### config.mk
export PLATFORM = sky130hd
export DESIGN_NAME = gafm_top
export DESIGN_NICKNAME = d
export VERILOG_FILES = /design/src/include/gafm_pkg.sv /design/src/rtl/gafm_pin_cell.sv /design/src/rtl/gafm_top.sv
export SDC_FILE = /design/constraint.sdc
export NUM_CORES = 1
export LEC_CHECK = 0
export BUFFER_PORTS_ARGS = -buffer_cell sky130_fd_sc_hd__buf_4
export CAP_MARGIN = 25
export CORE_AREA = 2 2 293 295
export DETAILED_ROUTE_END_ITERATION = 6
export DIE_AREA = 0 0 295 297
export GPL_ROUTABILITY_DRIVEN = 0
export HOLD_SLACK_MARGIN = 0.08
export SETUP_SLACK_MARGIN = 0.4
export SYNTH_ARGS = -nofsm -noshare
export SYNTH_HDL_FRONTEND = slang
export SYNTH_SLANG_ARGS = --single-unit
### constraint.sdc
create_clock -name sys_clk_i -period 2.48 [get_ports sys_clk_i]
set_input_delay 0.496 -clock sys_clk_i [delete_from_list [all_inputs] [get_ports sys_clk_i]]
set_output_delay 0.496 -clock sys_clk_i [all_outputs]
set_load 0.03 [all_outputs]
### src/include/gafm_pkg.sv
package gafm_pkg;
	localparam int          NUM_PINS      = 54;
	localparam int          LOW_PINS      = 32;
	localparam int          HIGH_PINS     = 22;
	localparam int          SEL_PINS      = 16;
	localparam int          ADDR_W        = 12;
	localparam int          DATA_W        = 32;
	localparam int          STRB_W        = 4;
	localparam int          SYNC_DEPTH    = 3;
	// register byte offsets
	localparam logic [11:0] PIN_FUNCTION_LOW_OFF  = 12'ha90;
	localparam logic [11:0] PIN_FUNCTION_HIGH_OFF = 12'ha94;
	localparam logic [11:0] ALT_SELECT_LOW_OFF    = 12'ha98;
	// writable bit masks; masked bits read as zero
	localparam logic [31:0] PIN_FUNCTION_LOW_MASK  = 32'hffffffff;
	localparam logic [31:0] PIN_FUNCTION_HIGH_MASK = 32'h003fffff;
	localparam logic [31:0] ALT_SELECT_LOW_MASK    = 32'hffff0fff;
	localparam logic [31:0] REG_RESET              = 32'h00000000;
	// alternate function selector codes
	localparam logic [1:0]  SEL_FUNC_ZERO = 2'h0;
	localparam logic [1:0]  SEL_FUNC_ONE  = 2'h1;
	localparam logic [1:0]  SEL_W         = 2'h2;
	// axi responses
	localparam logic [1:0]  RESP_OKAY   = 2'h0;
	localparam logic [1:0]  RESP_SLVERR = 2'h2;
	typedef enum logic [1:0] {
		GAFM_WR_IDLE = 2'h1,
		GAFM_WR_RESP = 2'h2
	} gafm_wr_state_t;
	typedef enum logic [1:0] {
		GAFM_RD_IDLE = 2'h1,
		GAFM_RD_RESP = 2'h2
	} gafm_rd_state_t;
endpackage

### src/rtl/gafm_pin_cell.sv
`timescale 1ns/1ps
module gafm_pin_cell
(
	// clock and reset
	input  wire logic       sys_clk_i,
	input  wire logic       rst_n_i,
	// pin configuration
	input  wire logic       func_en_i,
	input  wire logic [1:0] alt_sel_i,
	// general purpose side
	input  wire logic       gpio_out_i,
	input  wire logic       gpio_dir_i,
	output logic            gpio_in_o,
	// alternate functions
	input  wire logic       af0_out_i,
	input  wire logic       af0_oe_i,
	input  wire logic       af1_out_i,
	input  wire logic       af1_oe_i,
	output logic            af0_in_o,
	output logic            af1_in_o,
	// pad
	input  wire logic       pad_i,
	output logic            pad_o,
	output logic            pad_oe_n_o
);
	import gafm_pkg::*;

	logic [SYNC_DEPTH-1:0] sync_r;
	logic                  in_r;
	logic                  drv_nxt;
	logic                  oe_nxt;

	always_comb begin
		drv_nxt = 1'b0;
		oe_nxt  = 1'b0;
		if (func_en_i) begin
			case (alt_sel_i)
				SEL_FUNC_ZERO: begin
					drv_nxt = af0_out_i;
					oe_nxt  = af0_oe_i;
				end
				SEL_FUNC_ONE: begin
					drv_nxt = af1_out_i;
					oe_nxt  = af1_oe_i;
				end
				// reserved codes leave the pin undriven
				default: begin
					drv_nxt = 1'b0;
					oe_nxt  = 1'b0;
				end
			endcase
		end else begin
			drv_nxt = gpio_out_i;
			oe_nxt  = gpio_dir_i;
		end
	end

	always_ff @(posedge sys_clk_i or negedge rst_n_i) begin
		if (!rst_n_i) begin
			pad_o      <= 1'b0;
			pad_oe_n_o <= 1'b1;
		end else begin
			pad_o      <= drv_nxt;
			pad_oe_n_o <= ~oe_nxt;
		end
	end

	// pad is asynchronous: accept a change only once stages two and three agree
	always_ff @(posedge sys_clk_i or negedge rst_n_i) begin
		if (!rst_n_i) begin
			sync_r <= '0;
			in_r   <= 1'b0;
		end else begin
			sync_r <= {sync_r[SYNC_DEPTH-2:0], pad_i};
			if (sync_r[1] == sync_r[2])
				in_r <= sync_r[2];
		end
	end

	always_ff @(posedge sys_clk_i or negedge rst_n_i) begin
		if (!rst_n_i) begin
			gpio_in_o <= 1'b0;
			af0_in_o  <= 1'b0;
			af1_in_o  <= 1'b0;
		end else begin
			gpio_in_o <= in_r;
			af0_in_o  <= in_r & func_en_i & (alt_sel_i == SEL_FUNC_ZERO);
			af1_in_o  <= in_r & func_en_i & (alt_sel_i == SEL_FUNC_ONE);
		end
	end
endmodule

### src/rtl/gafm_top.sv
// Functional notes
// - enable one: pin follows selected alternate function
// - enable zero: pin is plain general purpose
// - low enable register: bit n drives pin n
// - high enable bits 21:0 pins 32-53, rest zero
// - selector 0 first, 1 second, 2-3 none
// - selector bits 2n+1:2n, bits 15:12 read zero
// - gpio direction bit sets output only while enable is zero; with enable one the alternate decides
//
// The AXI4-Lite slave port was chosen for this implementation.
`timescale 1ns/1ps
module gafm_top
(
	// clock and resets
	input  wire logic                        sys_clk_i,
	input  wire logic                        rst_n_i,
	input  wire logic                        soft_rst_n_i,
	// axi4-lite write address
	input  wire logic                        s_axi_awvalid,
	output logic                             s_axi_awready,
	input  wire logic [gafm_pkg::ADDR_W-1:0] s_axi_awaddr,
	input  wire logic [2:0]                  s_axi_awprot,
	// axi4-lite write data
	input  wire logic                        s_axi_wvalid,
	output logic                             s_axi_wready,
	input  wire logic [gafm_pkg::DATA_W-1:0] s_axi_wdata,
	input  wire logic [gafm_pkg::STRB_W-1:0] s_axi_wstrb,
	// axi4-lite write response
	output logic                             s_axi_bvalid,
	input  wire logic                        s_axi_bready,
	output logic [1:0]                       s_axi_bresp,
	// axi4-lite read
	input  wire logic                        s_axi_arvalid,
	output logic                             s_axi_arready,
	input  wire logic [gafm_pkg::ADDR_W-1:0] s_axi_araddr,
	input  wire logic [2:0]                  s_axi_arprot,
	output logic                             s_axi_rvalid,
	input  wire logic                        s_axi_rready,
	output logic [gafm_pkg::DATA_W-1:0]      s_axi_rdata,
	output logic [1:0]                       s_axi_rresp,
	// general purpose side
	input  wire logic [gafm_pkg::NUM_PINS-1:0] gpio_out_i,
	input  wire logic [gafm_pkg::NUM_PINS-1:0] pin_direction_config_i,
	output logic [gafm_pkg::NUM_PINS-1:0]      gpio_in_o,
	// alternate functions
	input  wire logic [gafm_pkg::NUM_PINS-1:0] alternate_function_zero_out_i,
	input  wire logic [gafm_pkg::NUM_PINS-1:0] alternate_function_zero_oe_i,
	input  wire logic [gafm_pkg::NUM_PINS-1:0] alternate_function_one_out_i,
	input  wire logic [gafm_pkg::NUM_PINS-1:0] alternate_function_one_oe_i,
	output logic [gafm_pkg::NUM_PINS-1:0]      alternate_function_zero_in_o,
	output logic [gafm_pkg::NUM_PINS-1:0]      alternate_function_one_in_o,
	// pads
	input  wire logic [gafm_pkg::NUM_PINS-1:0] pad_i,
	output logic [gafm_pkg::NUM_PINS-1:0]      pad_o,
	output logic [gafm_pkg::NUM_PINS-1:0]      pad_oe_n_o
);
	import gafm_pkg::*;

	logic [31:0]          pin_function_low_r;
	logic [31:0]          pin_function_high_r;
	logic [31:0]          alt_select_low_r;
	logic                 aw_held_r;
	logic                 w_held_r;
	logic [ADDR_W-1:0]    waddr_r;
	logic [DATA_W-1:0]    wdata_r;
	logic [STRB_W-1:0]    wstrb_r;
	gafm_wr_state_t       wr_state_r;
	gafm_rd_state_t       rd_state_r;
	logic                 do_write;
	logic [31:0]          bytemask;
	logic                 wr_hit;
	logic [31:0]          rd_val;
	logic                 rd_hit;
	logic [NUM_PINS-1:0]  func_en;
	logic [2*NUM_PINS-1:0] alt_sel;

	assign s_axi_awready = (wr_state_r == GAFM_WR_IDLE) && !aw_held_r;
	assign s_axi_wready  = (wr_state_r == GAFM_WR_IDLE) && !w_held_r;
	assign s_axi_arready = (rd_state_r == GAFM_RD_IDLE);
	assign s_axi_bvalid  = (wr_state_r == GAFM_WR_RESP);
	assign s_axi_rvalid  = (rd_state_r == GAFM_RD_RESP);
	assign do_write      = (wr_state_r == GAFM_WR_IDLE) && aw_held_r && w_held_r;

	always_comb begin
		for (int b = 0; b < STRB_W; b++)
			bytemask[8*b +: 8] = {8{wstrb_r[b]}};
	end

	always_comb begin
		case (waddr_r[ADDR_W-1:2])
			PIN_FUNCTION_LOW_OFF[11:2],
			PIN_FUNCTION_HIGH_OFF[11:2],
			ALT_SELECT_LOW_OFF[11:2]: wr_hit = 1'b1;
			default:                  wr_hit = 1'b0;
		endcase
	end

	// address and data may arrive in either order; each is held until both are in
	always_ff @(posedge sys_clk_i or negedge rst_n_i) begin
		if (!rst_n_i) begin
			aw_held_r <= 1'b0;
			w_held_r  <= 1'b0;
			waddr_r   <= '0;
			wdata_r   <= '0;
			wstrb_r   <= '0;
		end else if (!soft_rst_n_i) begin
			aw_held_r <= 1'b0;
			w_held_r  <= 1'b0;
		end else begin
			if (s_axi_awvalid && s_axi_awready) begin
				aw_held_r <= 1'b1;
				waddr_r   <= s_axi_awaddr;
			end else if (do_write) begin
				aw_held_r <= 1'b0;
			end
			if (s_axi_wvalid && s_axi_wready) begin
				w_held_r <= 1'b1;
				wdata_r  <= s_axi_wdata;
				wstrb_r  <= s_axi_wstrb;
			end else if (do_write) begin
				w_held_r <= 1'b0;
			end
		end
	end

	always_ff @(posedge sys_clk_i or negedge rst_n_i) begin
		if (!rst_n_i) begin
			wr_state_r  <= GAFM_WR_IDLE;
			s_axi_bresp <= RESP_OKAY;
		end else if (!soft_rst_n_i) begin
			wr_state_r  <= GAFM_WR_IDLE;
			s_axi_bresp <= RESP_OKAY;
		end else begin
			case (wr_state_r)
				GAFM_WR_IDLE: begin
					if (do_write) begin
						wr_state_r  <= GAFM_WR_RESP;
						s_axi_bresp <= wr_hit ? RESP_OKAY : RESP_SLVERR;
					end
				end
				GAFM_WR_RESP: begin
					if (s_axi_bready)
						wr_state_r <= GAFM_WR_IDLE;
				end
				default: wr_state_r <= GAFM_WR_IDLE;
			endcase
		end
	end

	// sticky fields: only the full reset clears them, the light reset leaves them
	always_ff @(posedge sys_clk_i or negedge rst_n_i) begin
		if (!rst_n_i) begin
			pin_function_low_r  <= REG_RESET;
			pin_function_high_r <= REG_RESET;
			alt_select_low_r    <= REG_RESET;
		end else if (do_write) begin
			case (waddr_r[ADDR_W-1:2])
				PIN_FUNCTION_LOW_OFF[11:2]:
					pin_function_low_r <= (pin_function_low_r & ~bytemask)
						| (wdata_r & bytemask & PIN_FUNCTION_LOW_MASK);
				PIN_FUNCTION_HIGH_OFF[11:2]:
					pin_function_high_r <= (pin_function_high_r & ~bytemask)
						| (wdata_r & bytemask & PIN_FUNCTION_HIGH_MASK);
				ALT_SELECT_LOW_OFF[11:2]:
					alt_select_low_r <= (alt_select_low_r & ~bytemask)
						| (wdata_r & bytemask & ALT_SELECT_LOW_MASK);
				default: ;
			endcase
		end
	end

	always_comb begin
		rd_hit = 1'b1;
		case (s_axi_araddr[ADDR_W-1:2])
			PIN_FUNCTION_LOW_OFF[11:2]:  rd_val = pin_function_low_r;
			PIN_FUNCTION_HIGH_OFF[11:2]: rd_val = pin_function_high_r & PIN_FUNCTION_HIGH_MASK;
			ALT_SELECT_LOW_OFF[11:2]:    rd_val = alt_select_low_r & ALT_SELECT_LOW_MASK;
			default: begin
				rd_val = 32'h00000000;
				rd_hit = 1'b0;
			end
		endcase
	end

	always_ff @(posedge sys_clk_i or negedge rst_n_i) begin
		if (!rst_n_i) begin
			rd_state_r  <= GAFM_RD_IDLE;
			s_axi_rdata <= '0;
			s_axi_rresp <= RESP_OKAY;
		end else if (!soft_rst_n_i) begin
			rd_state_r  <= GAFM_RD_IDLE;
		end else begin
			case (rd_state_r)
				GAFM_RD_IDLE: begin
					if (s_axi_arvalid) begin
						rd_state_r  <= GAFM_RD_RESP;
						s_axi_rdata <= rd_val;
						s_axi_rresp <= rd_hit ? RESP_OKAY : RESP_SLVERR;
					end
				end
				GAFM_RD_RESP: begin
					if (s_axi_rready)
						rd_state_r <= GAFM_RD_IDLE;
				end
				default: rd_state_r <= GAFM_RD_IDLE;
			endcase
		end
	end

	// pins without a selector in this block run alternate function zero
	always_comb begin
		func_en = {pin_function_high_r[HIGH_PINS-1:0], pin_function_low_r};
		alt_sel = '0;
		for (int p = 0; p < SEL_PINS; p++)
			alt_sel[2*p +: 2] = alt_select_low_r[2*p +: 2] & ALT_SELECT_LOW_MASK[2*p +: 2];
	end

	for (genvar g = 0; g < NUM_PINS; g++) begin : g_pin
		gafm_pin_cell u_cell (
			.sys_clk_i  (sys_clk_i),
			.rst_n_i    (rst_n_i),
			.func_en_i  (func_en[g]),
			.alt_sel_i  (alt_sel[2*g +: 2]),
			.gpio_out_i (gpio_out_i[g]),
			.gpio_dir_i (pin_direction_config_i[g]),
			.gpio_in_o  (gpio_in_o[g]),
			.af0_out_i  (alternate_function_zero_out_i[g]),
			.af0_oe_i   (alternate_function_zero_oe_i[g]),
			.af1_out_i  (alternate_function_one_out_i[g]),
			.af1_oe_i   (alternate_function_one_oe_i[g]),
			.af0_in_o   (alternate_function_zero_in_o[g]),
			.af1_in_o   (alternate_function_one_in_o[g]),
			.pad_i      (pad_i[g]),
			.pad_o      (pad_o[g]),
			.pad_oe_n_o (pad_oe_n_o[g])
		);
	end
endmodule

==> run_results.csv <==
group,metric,value,unit
clock_network,clock_sinks,614,
clock_network,insertion_delay,0.60,ns
place,dp_hpwl,47.3,mm
sta,setup_viol_count_final,0,
layout,area.growth.synth_to_final,39.3,%
layout,area.sequential,15400,sq um
synthesis,yosysUniqueCellTypes,37,
power,totalPowerFinal,24.3,mW
power,power_per_cell_area,760,nW/um^2
critical_path,critPathMaxFanout,5,
place,placed_area,27600,sq um
routing,routed_via_density,4.09,
critical_path,worst_setup_path_class,"register to output pin",
grt,grt_use_total,14.5,%
clock_network,numCtsBuffers,69,
floorplan,height_of_the_die,297,microns
sta,rsz0062_at_grt,"true",
grt,grt_first_pass_wirelength,96.1,mm
routing,vias,13900,
power,max-vdd-ir-drop,492,uV
grt,grt_antenna_before_repair,7,
layout,fill_cells,8001,
sta,timing.final.hold_violations,0,
synthesis,dominantRegCellSynth,"sky130_fd_sc_hd__dfrtp_1",
synthesis,synth-compound-area-share,1.67,%
sta,rel_slew_slack,58.7,%
critical_path,crit_required,1.98,ns
synthesis,yosys.area_share.adder,2.35,%
synthesis,ys_ff_latch,614,
critical_path,arrival_time_of_data_at_the_critical_path_endpoint,1.55,ns
sta,final_min_period_over_clock_period,82.6,%
sta,worst_pin_slew,0.620,ns
synthesis,average_footprint_of_a_synthesized_cell,15.2,sq um
synthesis,post_synth_instance_area,23000,sq um
floorplan,effective_utilization_at_floorplan,27.2,%
layout,finalNetCount,2643,
routing,firstDrtPassIters,4,
min_path,min_path_type,"input port to register",
routing,drt_first_iter_violations,750,
clock_network,path_clk_slew,0.06,ns
clock_network,clock-root-buffer,"sky130_fd_sc_hd__clkbuf_16",
critical_path,critical_path.startpoint_type,"register",
synthesis,number_of_synthesized_flops_with_an_enable_pin,0,
run,max_cap_viol_count,0,
synthesis,combinational_family_with_the_most_area_after_synthesis,"multiplexers",
sta,finalWorstPathRequiredPeriod,2.05,ns
sta,timing.final.max_slew_violations,0,
sta,post_route_skew,0.0213,ns
grt,grt_max_degree,86,
power,leakagePower,14.9,nW
floorplan,chipWidth,295,microns
grt,grt_overflow_total,0,
synthesis,synth-async-reset-ratio,100,%
floorplan,area_inside_the_core_boundary,84500,sq um
layout,multiInputGateArea,5570,sq um
layout,share_of_post_route_cells_with_drive_strength_above_1,46.7,%
clock_network,clockBufferDepth,3,
floorplan,io-pin-count,763,
synthesis,synth_simple_gate_area_share,5.37,%
sta,maximum_clock_frequency,0.488,GHz
synthesis,postSynthCellCount,1507,
routing,postRouteAntennaNets,0,
grt,vias_in_the_first_global_route,15400,
critical_path,end_kind,"output pin",
routing,drcViolationCount,0,
outcome,outcome,"finished, final reports clean",
sta,tns,0,ns
synthesis,yosysSeqAreaShare,67.2,%
clock_network,cts_tree,"done",
floorplan,area_of_the_die,87600,sq um
layout,final_area,32000,sq um
routing,routed_wl,64.7,mm
place,placement.io_buffers,630,
clock_network,cts_max_level,3,
routing,detail_route.wl_per_cell,19.1,microns
floorplan,rows,107,
synthesis,synthesis.yosys.warnings,0,
synthesis,post_synth_xor_area_fraction,0,%
synthesis,synth.area.mux_share,14.0,%
==> metrics by stage <==
step                cells  hold slack, ns  utilization (%)  setup slack (ns)
floorplan            1548           0.200                -             0.476
detailed placement   3072           0.335             32.7             0.402
finish               3395           0.136             37.9             0.431
global route         3393          0.0951             37.9             0.356
global placement     3072           0.332             32.7             0.454
CTS                  3388          0.0801             37.8             0.355
==> cells in the mapped netlist, types with 14 or more instances <==
cell	instances	area (sq um)
sky130_fd_sc_hd__a2bb2oi_1	18	158
sky130_fd_sc_hd__and2_1	42	263
sky130_fd_sc_hd__buf_4	273	2050
sky130_fd_sc_hd__clkbuf_1	15	56.3
sky130_fd_sc_hd__dfrtp_1	558	14000
sky130_fd_sc_hd__dfstp_2	56	1470
sky130_fd_sc_hd__maj3_1	54	541
sky130_fd_sc_hd__mux2_2	167	1880
sky130_fd_sc_hd__mux2i_1	114	1140
sky130_fd_sc_hd__nand2_1	47	176
sky130_fd_sc_hd__nor2_1	29	109
sky130_fd_sc_hd__nor3_1	14	70.1
sky130_fd_sc_hd__nor3b_1	16	120
sky130_fd_sc_hd__o21ai_0	29	145
==> cell usage in the layout (no fill, tap or decap), types with 9 or more instances in the layout <==
| master | count |
|---|---|
| sky130_fd_sc_hd__a2bb2oi_1 | 18 |
| sky130_fd_sc_hd__and2_1 | 42 |
| sky130_fd_sc_hd__buf_12 | 12 |
| sky130_fd_sc_hd__buf_4 | 666 |
| sky130_fd_sc_hd__clkbuf_1 | 16 |
| sky130_fd_sc_hd__clkbuf_16 | 71 |
| sky130_fd_sc_hd__clkinv_2 | 11 |
| sky130_fd_sc_hd__conb_1 | 42 |
| sky130_fd_sc_hd__dfrtp_1 | 558 |
| sky130_fd_sc_hd__dfstp_2 | 56 |
| sky130_fd_sc_hd__dlygate4sd3_1 | 188 |
| sky130_fd_sc_hd__maj3_1 | 54 |
| sky130_fd_sc_hd__mux2_2 | 167 |
| sky130_fd_sc_hd__mux2i_1 | 114 |
| sky130_fd_sc_hd__nand2_1 | 47 |
| sky130_fd_sc_hd__nor2_1 | 29 |
| sky130_fd_sc_hd__nor3_1 | 14 |
| sky130_fd_sc_hd__nor3b_1 | 14 |
| sky130_fd_sc_hd__nor4_4 | 9 |
| sky130_fd_sc_hd__o21ai_0 | 29 |
==> per-layer routing <==
layer | up-vias | routed length (microns) | track usage [%]
li1 | 6214 | - | -
met1 | 7080 | 25300 | 17.3
met2 | 484 | 32300 | 24.9
met3 | 111 | 5250 | 4.36
met4 | 4 | 1760 | 5.03
met5 | - | 27 | 0
==> path summary, 6_finish.rpt <==
path                                           start                    endpoint  slack, ns  depth (start not counted)
hold / removal                        s_axi_wdata[0]                  wdata_r[0]       0.14                          2
setup reg to reg                       wr_state_r[0]                    register       0.53                          6
hold reg to reg            g_pin[3].u_cell.sync_r[0]   g_pin[3].u_cell.sync_r[1]       0.34                          0
min in group asynchronous                    rst_n_i  asynchronous set/reset pin       0.39                          2
max in group asynchronous                    rst_n_i  g_pin[2].u_cell.pad_oe_n_o       1.16                          4
setup / recovery                       wr_state_r[0]               s_axi_awready       0.43                          2
==> worst max-delay path, cell delays in order (launching register included) <==
cell and delay [ns]:
sky130_fd_sc_hd__dfstp_2 0.56, sky130_fd_sc_hd__nor3b_4 0.24, sky130_fd_sc_hd__buf_6 0.17
==> timing repair <==
item,4_1_cts,5_1_grt
hold buffers,188,0
gates cloned,0,0
gates resized for setup,3,0
hold endpoints to repair,187,0
setup buffers,0,4
pin swaps,0,2
endpoints found under the setup margin,2,76
==> cells by family after synthesis <==
family | count (synthesis)
AO/OA/AOI/OAI | 57
other | 1
flip-flops | 614
AND/OR/NAND/NOR | 188
adder cells (fa/ha/maj) | 54
buffers and inverters | 297
multiplexers | 296
==> final cells by class <==
| type | count | area share [%] |
|---|---|---|
| well taps | 1144 | 4.47 |
| clock buffers | 92 | 5.96 |
| flip-flops and latches | 614 | 48.2 |
| diodes | 3 | 0.0235 |
| multi-input cells | 637 | 17.4 |
| clock inverters | 36 | 1.54 |
| repair buffers | 869 | 22.4 |
==> power breakdown <==
| group | internal, mW | switching, mW | total [mW] |
|---|---|---|---|
| Combinational | 1.29 | 1.27 | 2.56 |
| Sequential | 10.7 | 0.438 | 11.1 |
| Clock | 6.36 | 4.28 | 10.6 |
Note: power is estimated with default switching activity, not from simulation.
